### src/logic/irq_vector_defs.svh
// constants for the interrupt source resolver
`ifndef IRQ_VECTOR_DEFS_SVH
`define IRQ_VECTOR_DEFS_SVH

// ----------------------------------------
// request table size
// ----------------------------------------
`define IRQ_COUNT 43
`define IRQ_IDX_W 6
`define RST_SRC_COUNT 7

// ----------------------------------------
// default priority indices, zero highest
// ----------------------------------------
`define PRI_WDT_INTERVAL 6'h00
`define PRI_VOLT_DETECT 6'h01
`define PRI_PIN_EDGE0 6'h02
`define PRI_TIMER_CH2 6'h16
`define PRI_TIMER_CH3 6'h17
`define PRI_SAR_END 6'h18
`define PRI_CALENDAR 6'h19
`define PRI_INTERVAL12 6'h1a
`define PRI_DELTA_SIGMA 6'h1b
`define PRI_TIMER_CH4 6'h1c
`define PRI_TIMER_CH5 6'h1d
`define PRI_PIN_EDGE6 6'h1e
`define PRI_PIN_EDGE7 6'h1f
`define PRI_COMPARATOR0 6'h20
`define PRI_COMPARATOR1 6'h21
`define PRI_TIMER_CH6 6'h22
`define PRI_TIMER_CH7 6'h23
`define PRI_INTERVAL8_00 6'h24
`define PRI_INTERVAL8_01 6'h25
`define PRI_OSC_CORRECT 6'h26
`define PRI_OSC_STOP 6'h27
`define PRI_INTERVAL8_10 6'h28
`define PRI_INTERVAL8_11 6'h29
`define PRI_POWER_SWITCH 6'h2a

// ----------------------------------------
// vector table addresses
// ----------------------------------------
`define VEC_RESET 16'h0000
`define VEC_WDT_INTERVAL 16'h0004
`define VEC_VOLT_DETECT 16'h0006
`define VEC_PIN_EDGE0 16'h0008
`define VEC_TIMER_CH2 16'h0034
`define VEC_TIMER_CH3 16'h0036
`define VEC_SAR_END 16'h0038
`define VEC_CALENDAR 16'h003a
`define VEC_INTERVAL12 16'h003c
`define VEC_DELTA_SIGMA 16'h0044
`define VEC_TIMER_CH4 16'h0046
`define VEC_TIMER_CH5 16'h0048
`define VEC_PIN_EDGE6 16'h004a
`define VEC_PIN_EDGE7 16'h004c
`define VEC_COMPARATOR0 16'h0050
`define VEC_COMPARATOR1 16'h0052
`define VEC_TIMER_CH6 16'h0054
`define VEC_TIMER_CH7 16'h0056
`define VEC_INTERVAL8_00 16'h0058
`define VEC_INTERVAL8_01 16'h005a
`define VEC_OSC_CORRECT 16'h005c
`define VEC_OSC_STOP 16'h0060
`define VEC_INTERVAL8_10 16'h0068
`define VEC_INTERVAL8_11 16'h006a
`define VEC_POWER_SWITCH 16'h006c
`define VEC_SOFT_BREAK 16'h007e

// ----------------------------------------
// opcode, reset cause bits, reset values
// ----------------------------------------
`define OPCODE_TRAP 8'hff
`define CAUSE_PIN 0
`define CAUSE_POWER_ON 1
`define CAUSE_VOLT 2
`define CAUSE_WATCHDOG 3
`define CAUSE_TRAP 4
`define CAUSE_ACCESS 5
`define CAUSE_PARITY 6
`define PEND_RESET 43'h000_0000_0000

`endif

### src/logic/irq_vector_pkg.sv
// types shared by the interrupt source resolver
package irq_vector_pkg;

	typedef enum {ST_IDLE, ST_PRESENT} arb_state_t;

	typedef enum logic [1:0] {KIND_NONE, KIND_RESET, KIND_BREAK, KIND_MASKABLE} vec_kind_t;

endpackage : irq_vector_pkg

### src/logic/pending_bank.sv
// bank of sticky request flags, set wins over clear
`timescale 1ns/1ns
module pending_bank #(
	parameter int WIDTH = 43
) (
	input wire logic clk,
	input wire logic rst,
	input wire logic [WIDTH-1:0] set,
	input wire logic [WIDTH-1:0] clr,
	output logic [WIDTH-1:0] pend_q
);

	logic [WIDTH-1:0] pend_d;

	// an event landing on its own clear cycle is kept
	assign pend_d = set | (pend_q & ~clr);

	always_ff @(posedge clk) begin
		if (rst) begin
			pend_q <= '0;
		end else begin
			pend_q <= pend_d;
		end
	end

endmodule : pending_bank

### src/logic/irq_vector_resolver.sv
// interrupt source resolver and vector supplier for the cpu core
`timescale 1ns/1ns
`include "irq_vector_defs.svh"

// Overview of operation
// - simultaneous maskable requests served lowest priority number first, 0 to 42
// - timer channel 2 end: priority 22, vector 0034
// - timer channel 3 end: priority 23, vector 0036
// - sar end priority 24 vector 0038; delta-sigma end priority 27 vector 0044
// - calendar cycle or alarm: priority 25, vector 003a
// - 12-bit interval timer: priority 26, vector 003c
// - timer channels 4 and 5: priorities 28, 29, vectors 0046, 0048
// - pin edges 6 and 7: priorities 30, 31, vectors 004a, 004c
// - timer channels 6 and 7: priorities 34, 35, vectors 0054, 0056
// - 8-bit interval 00 and 01: priorities 36, 37, vectors 0058, 005a
// - 8-bit interval 10 and 11: priorities 40, 41, vectors 0068, 006a
// - oscillator correction end: priority 38, vector 005c
// - power switch detection: lowest priority 42, vector 006c
// - software break is non-maskable, no priority, vector 007e
// - every reset source restarts through vector 0000
// - opcode ff traps to reset unless issued by a debug emulator
// - voltage detect mode bit set: voltage event causes reset
// - voltage detect mode bit clear: voltage event raises maskable interrupt
// - watchdog interval interrupt only when its option bit is set
// - pin edge 0 still accepted while running from backup supply
// - watchdog interval: priority 0, vector 0004, at 75 percent overflow
module irq_vector_resolver (
	input wire logic clk,
	input wire logic rst,
	input wire logic [42:0] irq_mask,
	input wire logic timer_ch2_irq,
	input wire logic timer_ch3_irq,
	input wire logic sar_conversion_end_irq,
	input wire logic calendar_cycle_alarm_irq,
	input wire logic interval12_irq,
	input wire logic delta_sigma_end_irq,
	input wire logic timer_ch4_irq,
	input wire logic timer_ch5_irq,
	input wire logic pin_edge0_irq,
	input wire logic pin_edge6_irq,
	input wire logic pin_edge7_irq,
	input wire logic comparator0_irq,
	input wire logic comparator1_irq,
	input wire logic timer_ch6_irq,
	input wire logic timer_ch7_irq,
	input wire logic interval8_ch00_irq,
	input wire logic interval8_ch01_irq,
	input wire logic osc_correction_end_irq,
	input wire logic osc_stop_irq,
	input wire logic interval8_ch10_irq,
	input wire logic interval8_ch11_irq,
	input wire logic power_switch_irq,
	input wire logic backup_supply_active,
	input wire logic [15:0] wdt_count,
	input wire logic [15:0] wdt_overflow_count,
	input wire logic watchdog_interval_irq_option,
	input wire logic watchdog_overflow_reset,
	input wire logic voltage_detect_event,
	input wire logic voltage_detect_mode_bit,
	input wire logic reset_pin_event,
	input wire logic power_on_event,
	input wire logic illegal_memory_access_reset,
	input wire logic ram_parity_error_reset,
	input wire logic opcode_valid,
	input wire logic [7:0] opcode,
	input wire logic debug_emulation,
	input wire logic software_break_instruction,
	input wire logic vec_ack,
	output logic vec_req_q,
	output logic [15:0] vec_addr_q,
	output irq_vector_pkg::vec_kind_t vec_kind_q,
	output logic reset_req_q,
	output logic [6:0] reset_cause_q,
	output logic [42:0] pending_q
);

	// ----------------------------------------
	// watchdog interval point
	// ----------------------------------------
	logic [16:0] wdt_thr_sum;
	logic [15:0] wdt_thr;
	logic wdt_at_thr;
	logic wdt_at_thr_q;
	logic wdt_interval_hit;

	assign wdt_thr_sum = {2'b00, wdt_overflow_count[15:1]} + {3'b000, wdt_overflow_count[15:2]};
	assign wdt_thr = wdt_thr_sum[15:0];
	assign wdt_at_thr = (wdt_count == wdt_thr);
	// only the first cycle at the threshold counts, a stalled count fires once
	assign wdt_interval_hit = wdt_at_thr & ~wdt_at_thr_q;

	always_ff @(posedge clk) begin
		if (rst) begin
			wdt_at_thr_q <= 1'b0;
		end else begin
			wdt_at_thr_q <= wdt_at_thr;
		end
	end

	// ----------------------------------------
	// reset sources
	// ----------------------------------------
	logic trap_hit;
	logic volt_reset;
	logic volt_irq;
	logic [6:0] rst_src;
	logic any_reset;

	assign trap_hit = opcode_valid & (opcode == `OPCODE_TRAP) & ~debug_emulation;
	assign volt_reset = voltage_detect_event & voltage_detect_mode_bit;
	assign volt_irq = voltage_detect_event & ~voltage_detect_mode_bit;

	assign rst_src[`CAUSE_PIN] = reset_pin_event;
	assign rst_src[`CAUSE_POWER_ON] = power_on_event;
	assign rst_src[`CAUSE_VOLT] = volt_reset;
	assign rst_src[`CAUSE_WATCHDOG] = watchdog_overflow_reset;
	assign rst_src[`CAUSE_TRAP] = trap_hit;
	assign rst_src[`CAUSE_ACCESS] = illegal_memory_access_reset;
	assign rst_src[`CAUSE_PARITY] = ram_parity_error_reset;
	assign any_reset = |rst_src;

	// ----------------------------------------
	// request map into priority order
	// ----------------------------------------
	logic [42:0] req_set;
	logic [42:0] req_clr;
	logic [42:0] eligible;

	always_comb begin
		req_set = '0;
		req_set[`PRI_WDT_INTERVAL] = wdt_interval_hit & watchdog_interval_irq_option;
		req_set[`PRI_VOLT_DETECT] = volt_irq;
		// pin 0 buffer on internal supply
		req_set[`PRI_PIN_EDGE0] = pin_edge0_irq;
		req_set[`PRI_TIMER_CH2] = timer_ch2_irq;
		req_set[`PRI_TIMER_CH3] = timer_ch3_irq;
		req_set[`PRI_SAR_END] = sar_conversion_end_irq;
		req_set[`PRI_CALENDAR] = calendar_cycle_alarm_irq;
		req_set[`PRI_INTERVAL12] = interval12_irq;
		req_set[`PRI_DELTA_SIGMA] = delta_sigma_end_irq;
		req_set[`PRI_TIMER_CH4] = timer_ch4_irq;
		req_set[`PRI_TIMER_CH5] = timer_ch5_irq;
		// other pin buffers lose power on backup supply
		req_set[`PRI_PIN_EDGE6] = pin_edge6_irq & ~backup_supply_active;
		req_set[`PRI_PIN_EDGE7] = pin_edge7_irq & ~backup_supply_active;
		req_set[`PRI_COMPARATOR0] = comparator0_irq;
		req_set[`PRI_COMPARATOR1] = comparator1_irq;
		req_set[`PRI_TIMER_CH6] = timer_ch6_irq;
		req_set[`PRI_TIMER_CH7] = timer_ch7_irq;
		req_set[`PRI_INTERVAL8_00] = interval8_ch00_irq;
		req_set[`PRI_INTERVAL8_01] = interval8_ch01_irq;
		req_set[`PRI_OSC_CORRECT] = osc_correction_end_irq;
		req_set[`PRI_OSC_STOP] = osc_stop_irq;
		req_set[`PRI_INTERVAL8_10] = interval8_ch10_irq;
		req_set[`PRI_INTERVAL8_11] = interval8_ch11_irq;
		req_set[`PRI_POWER_SWITCH] = power_switch_irq;
	end

	pending_bank #(
		.WIDTH(`IRQ_COUNT)
	) u_pending (
		.clk(clk),
		.rst(rst),
		.set(req_set),
		.clr(req_clr),
		.pend_q(pending_q)
	);

	assign eligible = pending_q & ~irq_mask;

	// ----------------------------------------
	// priority pick and vector lookup
	// ----------------------------------------
	logic [5:0] win_idx;
	logic win_found;
	logic [15:0] win_vec;

	always_comb begin
		win_idx = 6'h00;
		win_found = 1'b0;
		for (int i = `IRQ_COUNT - 1; i >= 0; i--) begin
			if (eligible[i]) begin
				win_idx = 6'(i);
				win_found = 1'b1;
			end
		end
	end

	always_comb begin
		case (win_idx)
			`PRI_WDT_INTERVAL: win_vec = `VEC_WDT_INTERVAL;
			`PRI_VOLT_DETECT: win_vec = `VEC_VOLT_DETECT;
			`PRI_PIN_EDGE0: win_vec = `VEC_PIN_EDGE0;
			`PRI_TIMER_CH2: win_vec = `VEC_TIMER_CH2;
			`PRI_TIMER_CH3: win_vec = `VEC_TIMER_CH3;
			`PRI_SAR_END: win_vec = `VEC_SAR_END;
			`PRI_DELTA_SIGMA: win_vec = `VEC_DELTA_SIGMA;
			`PRI_CALENDAR: win_vec = `VEC_CALENDAR;
			`PRI_INTERVAL12: win_vec = `VEC_INTERVAL12;
			`PRI_TIMER_CH4: win_vec = `VEC_TIMER_CH4;
			`PRI_TIMER_CH5: win_vec = `VEC_TIMER_CH5;
			`PRI_PIN_EDGE6: win_vec = `VEC_PIN_EDGE6;
			`PRI_PIN_EDGE7: win_vec = `VEC_PIN_EDGE7;
			`PRI_COMPARATOR0: win_vec = `VEC_COMPARATOR0;
			`PRI_COMPARATOR1: win_vec = `VEC_COMPARATOR1;
			`PRI_TIMER_CH6: win_vec = `VEC_TIMER_CH6;
			`PRI_TIMER_CH7: win_vec = `VEC_TIMER_CH7;
			`PRI_INTERVAL8_00: win_vec = `VEC_INTERVAL8_00;
			`PRI_INTERVAL8_01: win_vec = `VEC_INTERVAL8_01;
			`PRI_OSC_CORRECT: win_vec = `VEC_OSC_CORRECT;
			`PRI_OSC_STOP: win_vec = `VEC_OSC_STOP;
			`PRI_INTERVAL8_10: win_vec = `VEC_INTERVAL8_10;
			`PRI_INTERVAL8_11: win_vec = `VEC_INTERVAL8_11;
			`PRI_POWER_SWITCH: win_vec = `VEC_POWER_SWITCH;
			default: win_vec = `VEC_RESET;
		endcase
	end

	// ----------------------------------------
	// presentation to the core
	// ----------------------------------------
	irq_vector_pkg::arb_state_t state_q;
	irq_vector_pkg::arb_state_t state_d;
	logic break_pend_q;
	logic break_pend_d;
	logic [5:0] served_idx_q;
	logic idle;
	logic take_reset;
	logic take_break;
	logic take_mask;
	logic done;

	assign idle = (state_q == irq_vector_pkg::ST_IDLE);
	// reset beats everything, even a vector already on offer
	assign take_reset = any_reset;
	assign take_break = idle & ~any_reset & (break_pend_q | software_break_instruction);
	assign take_mask = idle & ~any_reset & ~take_break & win_found;
	assign done = ~idle & vec_ack;

	always_comb begin
		req_clr = '0;
		if (take_reset) begin
			req_clr = '1;
		end else if (done && vec_kind_q == irq_vector_pkg::KIND_MASKABLE) begin
			req_clr[served_idx_q] = 1'b1;
		end
	end

	always_comb begin
		case (state_q)
			irq_vector_pkg::ST_IDLE: begin
				state_d = (take_reset | take_break | take_mask) ? irq_vector_pkg::ST_PRESENT
					: irq_vector_pkg::ST_IDLE;
			end
			irq_vector_pkg::ST_PRESENT: begin
				state_d = (done & ~take_reset) ? irq_vector_pkg::ST_IDLE
					: irq_vector_pkg::ST_PRESENT;
			end
			default: state_d = irq_vector_pkg::ST_IDLE;
		endcase
	end

	always_ff @(posedge clk) begin
		if (rst) begin
			state_q <= irq_vector_pkg::ST_IDLE;
		end else begin
			state_q <= state_d;
		end
	end

	// break is latched, no mask
	// a new break landing on the serving cycle of a latched one is kept
	assign break_pend_d = take_break ? (break_pend_q & software_break_instruction)
		: (break_pend_q | software_break_instruction);

	always_ff @(posedge clk) begin
		if (rst) begin
			break_pend_q <= 1'b0;
		end else begin
			break_pend_q <= break_pend_d;
		end
	end

	always_ff @(posedge clk) begin
		if (rst) begin
			vec_req_q <= 1'b0;
			vec_addr_q <= `VEC_RESET;
			vec_kind_q <= irq_vector_pkg::KIND_NONE;
			served_idx_q <= 6'h00;
		end else if (take_reset) begin
			vec_req_q <= 1'b1;
			vec_addr_q <= `VEC_RESET;
			vec_kind_q <= irq_vector_pkg::KIND_RESET;
		end else if (take_break) begin
			vec_req_q <= 1'b1;
			vec_addr_q <= `VEC_SOFT_BREAK;
			vec_kind_q <= irq_vector_pkg::KIND_BREAK;
		end else if (take_mask) begin
			vec_req_q <= 1'b1;
			vec_addr_q <= win_vec;
			vec_kind_q <= irq_vector_pkg::KIND_MASKABLE;
			served_idx_q <= win_idx;
		end else if (done) begin
			vec_req_q <= 1'b0;
			vec_kind_q <= irq_vector_pkg::KIND_NONE;
		end
	end

	// causes stay sticky until system reset so boot code can read them
	always_ff @(posedge clk) begin
		if (rst) begin
			reset_req_q <= 1'b0;
			reset_cause_q <= 7'h00;
		end else begin
			reset_req_q <= any_reset;
			reset_cause_q <= reset_cause_q | rst_src;
		end
	end

	// ----------------------------------------
	// checks
	// ----------------------------------------
	property p_hold_vector;
		@(posedge clk) disable iff (rst)
		vec_req_q && !vec_ack && !any_reset |=> vec_req_q && $stable(vec_addr_q);
	endproperty
	a_hold_vector: assert property (p_hold_vector)
		else $error("vector changed before fetch");

	property p_order;
		@(posedge clk) disable iff (rst)
		take_mask && eligible[`PRI_TIMER_CH2] && eligible[`PRI_POWER_SWITCH]
			&& eligible[21:0] == 22'h0 |=> vec_addr_q == 16'h0034;
	endproperty
	a_order: assert property (p_order)
		else $error("lower priority served first");

	property p_power_switch;
		@(posedge clk) disable iff (rst)
		take_mask && eligible == (43'h1 << 42) |=> vec_addr_q == 16'h006c;
	endproperty
	a_power_switch: assert property (p_power_switch)
		else $error("power switch vector wrong");

	property p_break;
		@(posedge clk) disable iff (rst)
		idle && software_break_instruction && !any_reset
			|=> vec_req_q && vec_addr_q == 16'h007e && vec_kind_q == irq_vector_pkg::KIND_BREAK;
	endproperty
	a_break: assert property (p_break)
		else $error("break vector not presented");

	property p_reset_vec;
		@(posedge clk) disable iff (rst)
		(reset_pin_event || watchdog_overflow_reset || ram_parity_error_reset)
			|=> reset_req_q && vec_addr_q == 16'h0000
			&& (pending_q & ~$past(req_set)) == '0;
	endproperty
	a_reset_vec: assert property (p_reset_vec)
		else $error("reset source not through vector 0000");

	property p_trap;
		@(posedge clk) disable iff (rst)
		opcode_valid && opcode == 8'hff |=> reset_cause_q[4] == !$past(debug_emulation)
			|| $past(reset_cause_q[4]);
	endproperty
	a_trap: assert property (p_trap)
		else $error("illegal opcode trap mishandled");

	property p_volt_reset;
		@(posedge clk) disable iff (rst)
		voltage_detect_event && voltage_detect_mode_bit |=> reset_req_q && reset_cause_q[2];
	endproperty
	a_volt_reset: assert property (p_volt_reset)
		else $error("voltage event did not reset");

	property p_volt_irq;
		@(posedge clk) disable iff (rst)
		voltage_detect_event && !voltage_detect_mode_bit && !any_reset
			|=> pending_q[1] && !reset_req_q;
	endproperty
	a_volt_irq: assert property (p_volt_irq)
		else $error("voltage event did not raise interrupt");

	property p_wdt_option;
		@(posedge clk) disable iff (rst)
		!watchdog_interval_irq_option && !pending_q[0] |=> !pending_q[0];
	endproperty
	a_wdt_option: assert property (p_wdt_option)
		else $error("watchdog interval raised without option");

	property p_pin0_backup;
		@(posedge clk) disable iff (rst)
		pin_edge0_irq && backup_supply_active && !any_reset |=> pending_q[2];
	endproperty
	a_pin0_backup: assert property (p_pin0_backup)
		else $error("pin edge 0 lost on backup supply");

endmodule : irq_vector_resolver

### config.mk
export PLATFORM = sky130hd
export DESIGN_NAME = irq_vector_resolver
export DESIGN_NICKNAME = d
export VERILOG_FILES = /design/src/logic/irq_vector_pkg.sv /design/src/logic/pending_bank.sv /design/src/logic/irq_vector_resolver.sv
export VERILOG_INCLUDE_DIRS = /design/src /design/src/logic
export SDC_FILE = /design/constraint.sdc
export NUM_CORES = 1
export LEC_CHECK = 0
export BUFFER_PORTS_ARGS = -buffer_cell sky130_fd_sc_hd__buf_2
export CORE_MARGIN = 2
export CORE_UTILIZATION = 50
export DETAILED_ROUTE_END_ITERATION = 8
export HOLD_SLACK_MARGIN = 0.06
export PLACE_DENSITY = 0.89
export SYNTH_ARGS = -nofsm -noshare
export SYNTH_HDL_FRONTEND = slang
export SYNTH_SLANG_ARGS = --single-unit
### constraint.sdc
create_clock -name clk -period 3.5 [get_ports clk]
set_clock_uncertainty 0.1 [all_clocks]
set_input_delay 0.7 -clock clk [delete_from_list [all_inputs] [get_ports clk]]
set_output_delay 0.7 -clock clk [all_outputs]
set_load 0.05 [all_outputs]
==> flow_summary.json <==
{
  "critPathBufInv": 2,
  "path_delay_family": "simple AND/OR/NAND/NOR gates",
  "worstMarginPinSlew_ns": 0.827,
  "fmax_mhz": 310,
  "synth.area.top_cells": "dfxtp_1 (28%), nor2_1 (7.4%), nor2b_1 (5.9%)",
  "ys_top_cells_by_count": "nor2_1 (98), dfxtp_1 (69), a21oi_1 (49), nor2b_1 (47), o21ai_0 (40)",
  "clock_latency_ns": 0.35,
  "cp.arrival_ns": 3.38,
  "drc": 0,
  "num_antenna_cells": 0,
  "synth_seq_area_share": 0.278,
  "synth_xor_area_frac": 0.0421,
  "cts.clk_slew.worst_paths_ns": 0.08,
  "cp_slowest_cell": "or4_4",
  "start_util": 0.513,
  "first_global_vias": 5153,
  "yosys_warnings": 0,
  "hold_start": "wdt_at_thr_q$_SDFF_PP0_",
  "ir_drop_mv": 0.229,
  "cp-start-kind": "primary input",
  "io_buffer_count": 178,
  "relSlewSlack": 0.448,
  "synth_top_family_by_area": "simple AND/OR/NAND/NOR gates",
  "period_share": 0.920,
  "drv_slew": 0,
  "synth_adder_area_share": 0.0570,
  "dr.pass1.iters": 7,
  "path_class": "in2reg",
  "ys_types": 72,
  "reg2reg_to": "vec_addr_q[3]$_SDFFE_PP0P_",
  "max-cap-violations": 0,
  "worstPathCellList": "buf_2 -> ha_1 -> inv_1 -> fa_1 -> xor2_1 -> nand3_1 -> nor3_1 -> nand3_1 -> a2111oi_2 -> nand4_1 -> or4_4 -> o41ai_2",
  "use_met2": 0.476,
  "final_net_count": 969,
  "yosys.area.top_type": "dfxtp_1",
  "post_cts_buffers": 0,
  "power_density_mw_per_mm2": 368,
  "synth-edff-count": 0,
  "max_stage_delay_ns": 0.56,
  "postCtsHoldBufs": 0,
  "min_period_ns": 3.22,
  "synth_cells": 648,
  "hold_viol": 0,
  "regToRegSetupSlack_ns": 0.56,
  "cp_max_fo": 3,
  "htree_levels": 3,
  "syn_area_per_cell_sq_um": 7.66,
  "cp-end-kind": "register",
  "cts_buffers": 9,
  "busiest_layer": "met2",
  "die_h_um": 104,
  "synth_area_sq_mm": 0.00496,
  "die_area_sq_mm": 0.0107,
  "status": "completed",
  "synth.most_common_cell": "nor2_1",
  "muxShareOfSynthArea": 0.0121,
  "required_ns": 3.66,
  "via_per_inst": 5.68,
  "worstSetupStartpoint": "wdt_overflow_count[2]",
  "grt_max_degree": 43,
  "hold_class": "reg2reg",
  "antenna_found_initial": 1,
  "drt_iter0_markers": 412,
  "cts_resized": 0,
  "hold-path-endpoint": "u_pending.pend_q[0]$_SDFF_PP0_",
  "ant_nets": 0,
  "yosysTopAreaCellShare": 0.278,
  "synthFlopType": "dfxtp_1",
  "place_hpwl_mm": 12.3,
  "root_buffer": "clkbuf_8",
  "synth-seq-cells": 69,
  "wl_per_cell_um": 15.9,
  "use_met1": 0.332,
  "core.rowCount": 36,
  "grt_remaining_overflow": 0,
  "fin_util": 0.643,
  "setup_viol": 0,
  "rsz0062_at_grt": "false",
  "fp.dieW_um": 104,
  "clock-sinks": 69,
  "fin_tns_setup_ns": 0,
  "syn2layout_area_growth_pct": 25.5,
  "grt.total_usage": 0.278,
  "r2r_cells": 13,
  "wl_mm": 15.3,
  "globalplace.congestion": 0.979,
  "synthArstFlopShare": 0,
  "num_io_pins": 190,
  "synth-compound-area-share": 0.243,
  "r2r-start": "u_pending.pend_q[15]$_SDFF_PP0_",
  "ctsLongestPathBuffers": 2,
  "synth-simple-area-share": 0.319,
  "drive_gt1_frac": 0.275,
  "grt_pass1_wl_mm": 24.4,
  "coreArea_sq_mm": 0.00968,
  "via_count": 5481,
  "crit_top_cell": "nand3_1",
  "cts_tree": "built",
  "met3_usage": 0.0617,
  "p_leak_nw": 2.80,
  "fillerInstances": 869,
  "whs_path_depth": 1
}
-- cells by family (layout without fill, tap and decap cells) --
group	count (synthesis)	count (layout)
compound gates	186	186
xor+xnor	23	23
fa+ha+maj	22	22
buf+inv	49	224
flops	69	69
mux	6	6
other cells	1	10
simple gates	292	292
-- registers in the layout (all words and copies together) (netlist names) --
signal	count
reset_cause_q	7
vec_req_q	1
vec_kind_q	2
served_idx_q	6
break_pend_q	1
wdt_at_thr_q	1
u_pending.pend_q	43
reset_req_q	1
vec_addr_q	6
state_q	1
-- through the flow --
step / hold WS (ns) / instance area [sq um] / setup slack (ns) / power (W) / std cells
after floorplan: 0.318 / 5000 / 0.273 / 0.00128 / 657
after global placement: 0.324 / 5980 / 0.0286 / 0.00145 / 949
after detailed placement: 0.327 / 5980 / -0.0738 / 0.00146 / 949
after CTS: 0.338 / 6230 / 0.294 / 0.00229 / 965
after global routing: 0.341 / 6230 / 0.155 / 0.00239 / 965
final: 0.334 / 6230 / 0.279 / 0.00229 / 965
-- how the worst max path moves through the flow --
stage	slack [ns]	depth (start not counted)	end
5_1_grt	0.15	12	u_pending.pend_q[0]$_SDFF_PP0_
2_1_floorplan	0.27	11	u_pending.pend_q[0]$_SDFF_PP0_
6_report	0.28	12	u_pending.pend_q[0]$_SDFF_PP0_
3_3_place_gp	0.03	12	u_pending.pend_q[0]$_SDFF_PP0_
3_5_place_dp	-0.07	12	u_pending.pend_q[0]$_SDFF_PP0_
4_1_cts	0.29	12	u_pending.pend_q[0]$_SDFF_PP0_
-- cell type report --
type,count,area [sq um],share of cell area
multi-input combinational,539,3380,0.543
sequential,69,1380,0.222
timing repair buffer,190,981,0.158
tap,133,166,0.0267
clock inverter,7,128,0.0205
clock buffer,9,124,0.0199
inverter,18,67.6,0.0108
-- power breakdown --
group / internal (W) / leakage [nW] / switching [W]
Sequential: 0.000807 / 0.566 / 0.0000186
Combinational: 0.000246 / 2.10 / 0.000384
Clock: 0.000486 / 0.127 / 0.000348
-- layer usage --
metal  wire, um  share of wire  vias up
met1       6060           0.40     2502
li1           -              -     2678
met5          0              0        -
met3       1220          0.080       48
met2       7440           0.49      253
met4        588          0.038        0
-- placed cells by master, fill, tap and decap left out, types with 9 or more instances in the layout --
| cell type | count |
|---|---|
| a21oi_1 | 49 |
| a31oi_1 | 16 |
| buf_2 | 178 |
| buf_4 | 12 |
| clkbuf_8 | 9 |
| conb_1 | 10 |
| dfxtp_1 | 69 |
| ha_1 | 21 |
| inv_1 | 18 |
| nand2_1 | 37 |
| nand2b_1 | 29 |
| nand4_1 | 10 |
| nor2_1 | 98 |
| nor2b_1 | 47 |
| nor3_1 | 15 |
| o211ai_1 | 16 |
| o21a_1 | 10 |
| o21ai_0 | 40 |
| xnor2_1 | 16 |
No activity file was read; power rests on OpenSTA's default activity.
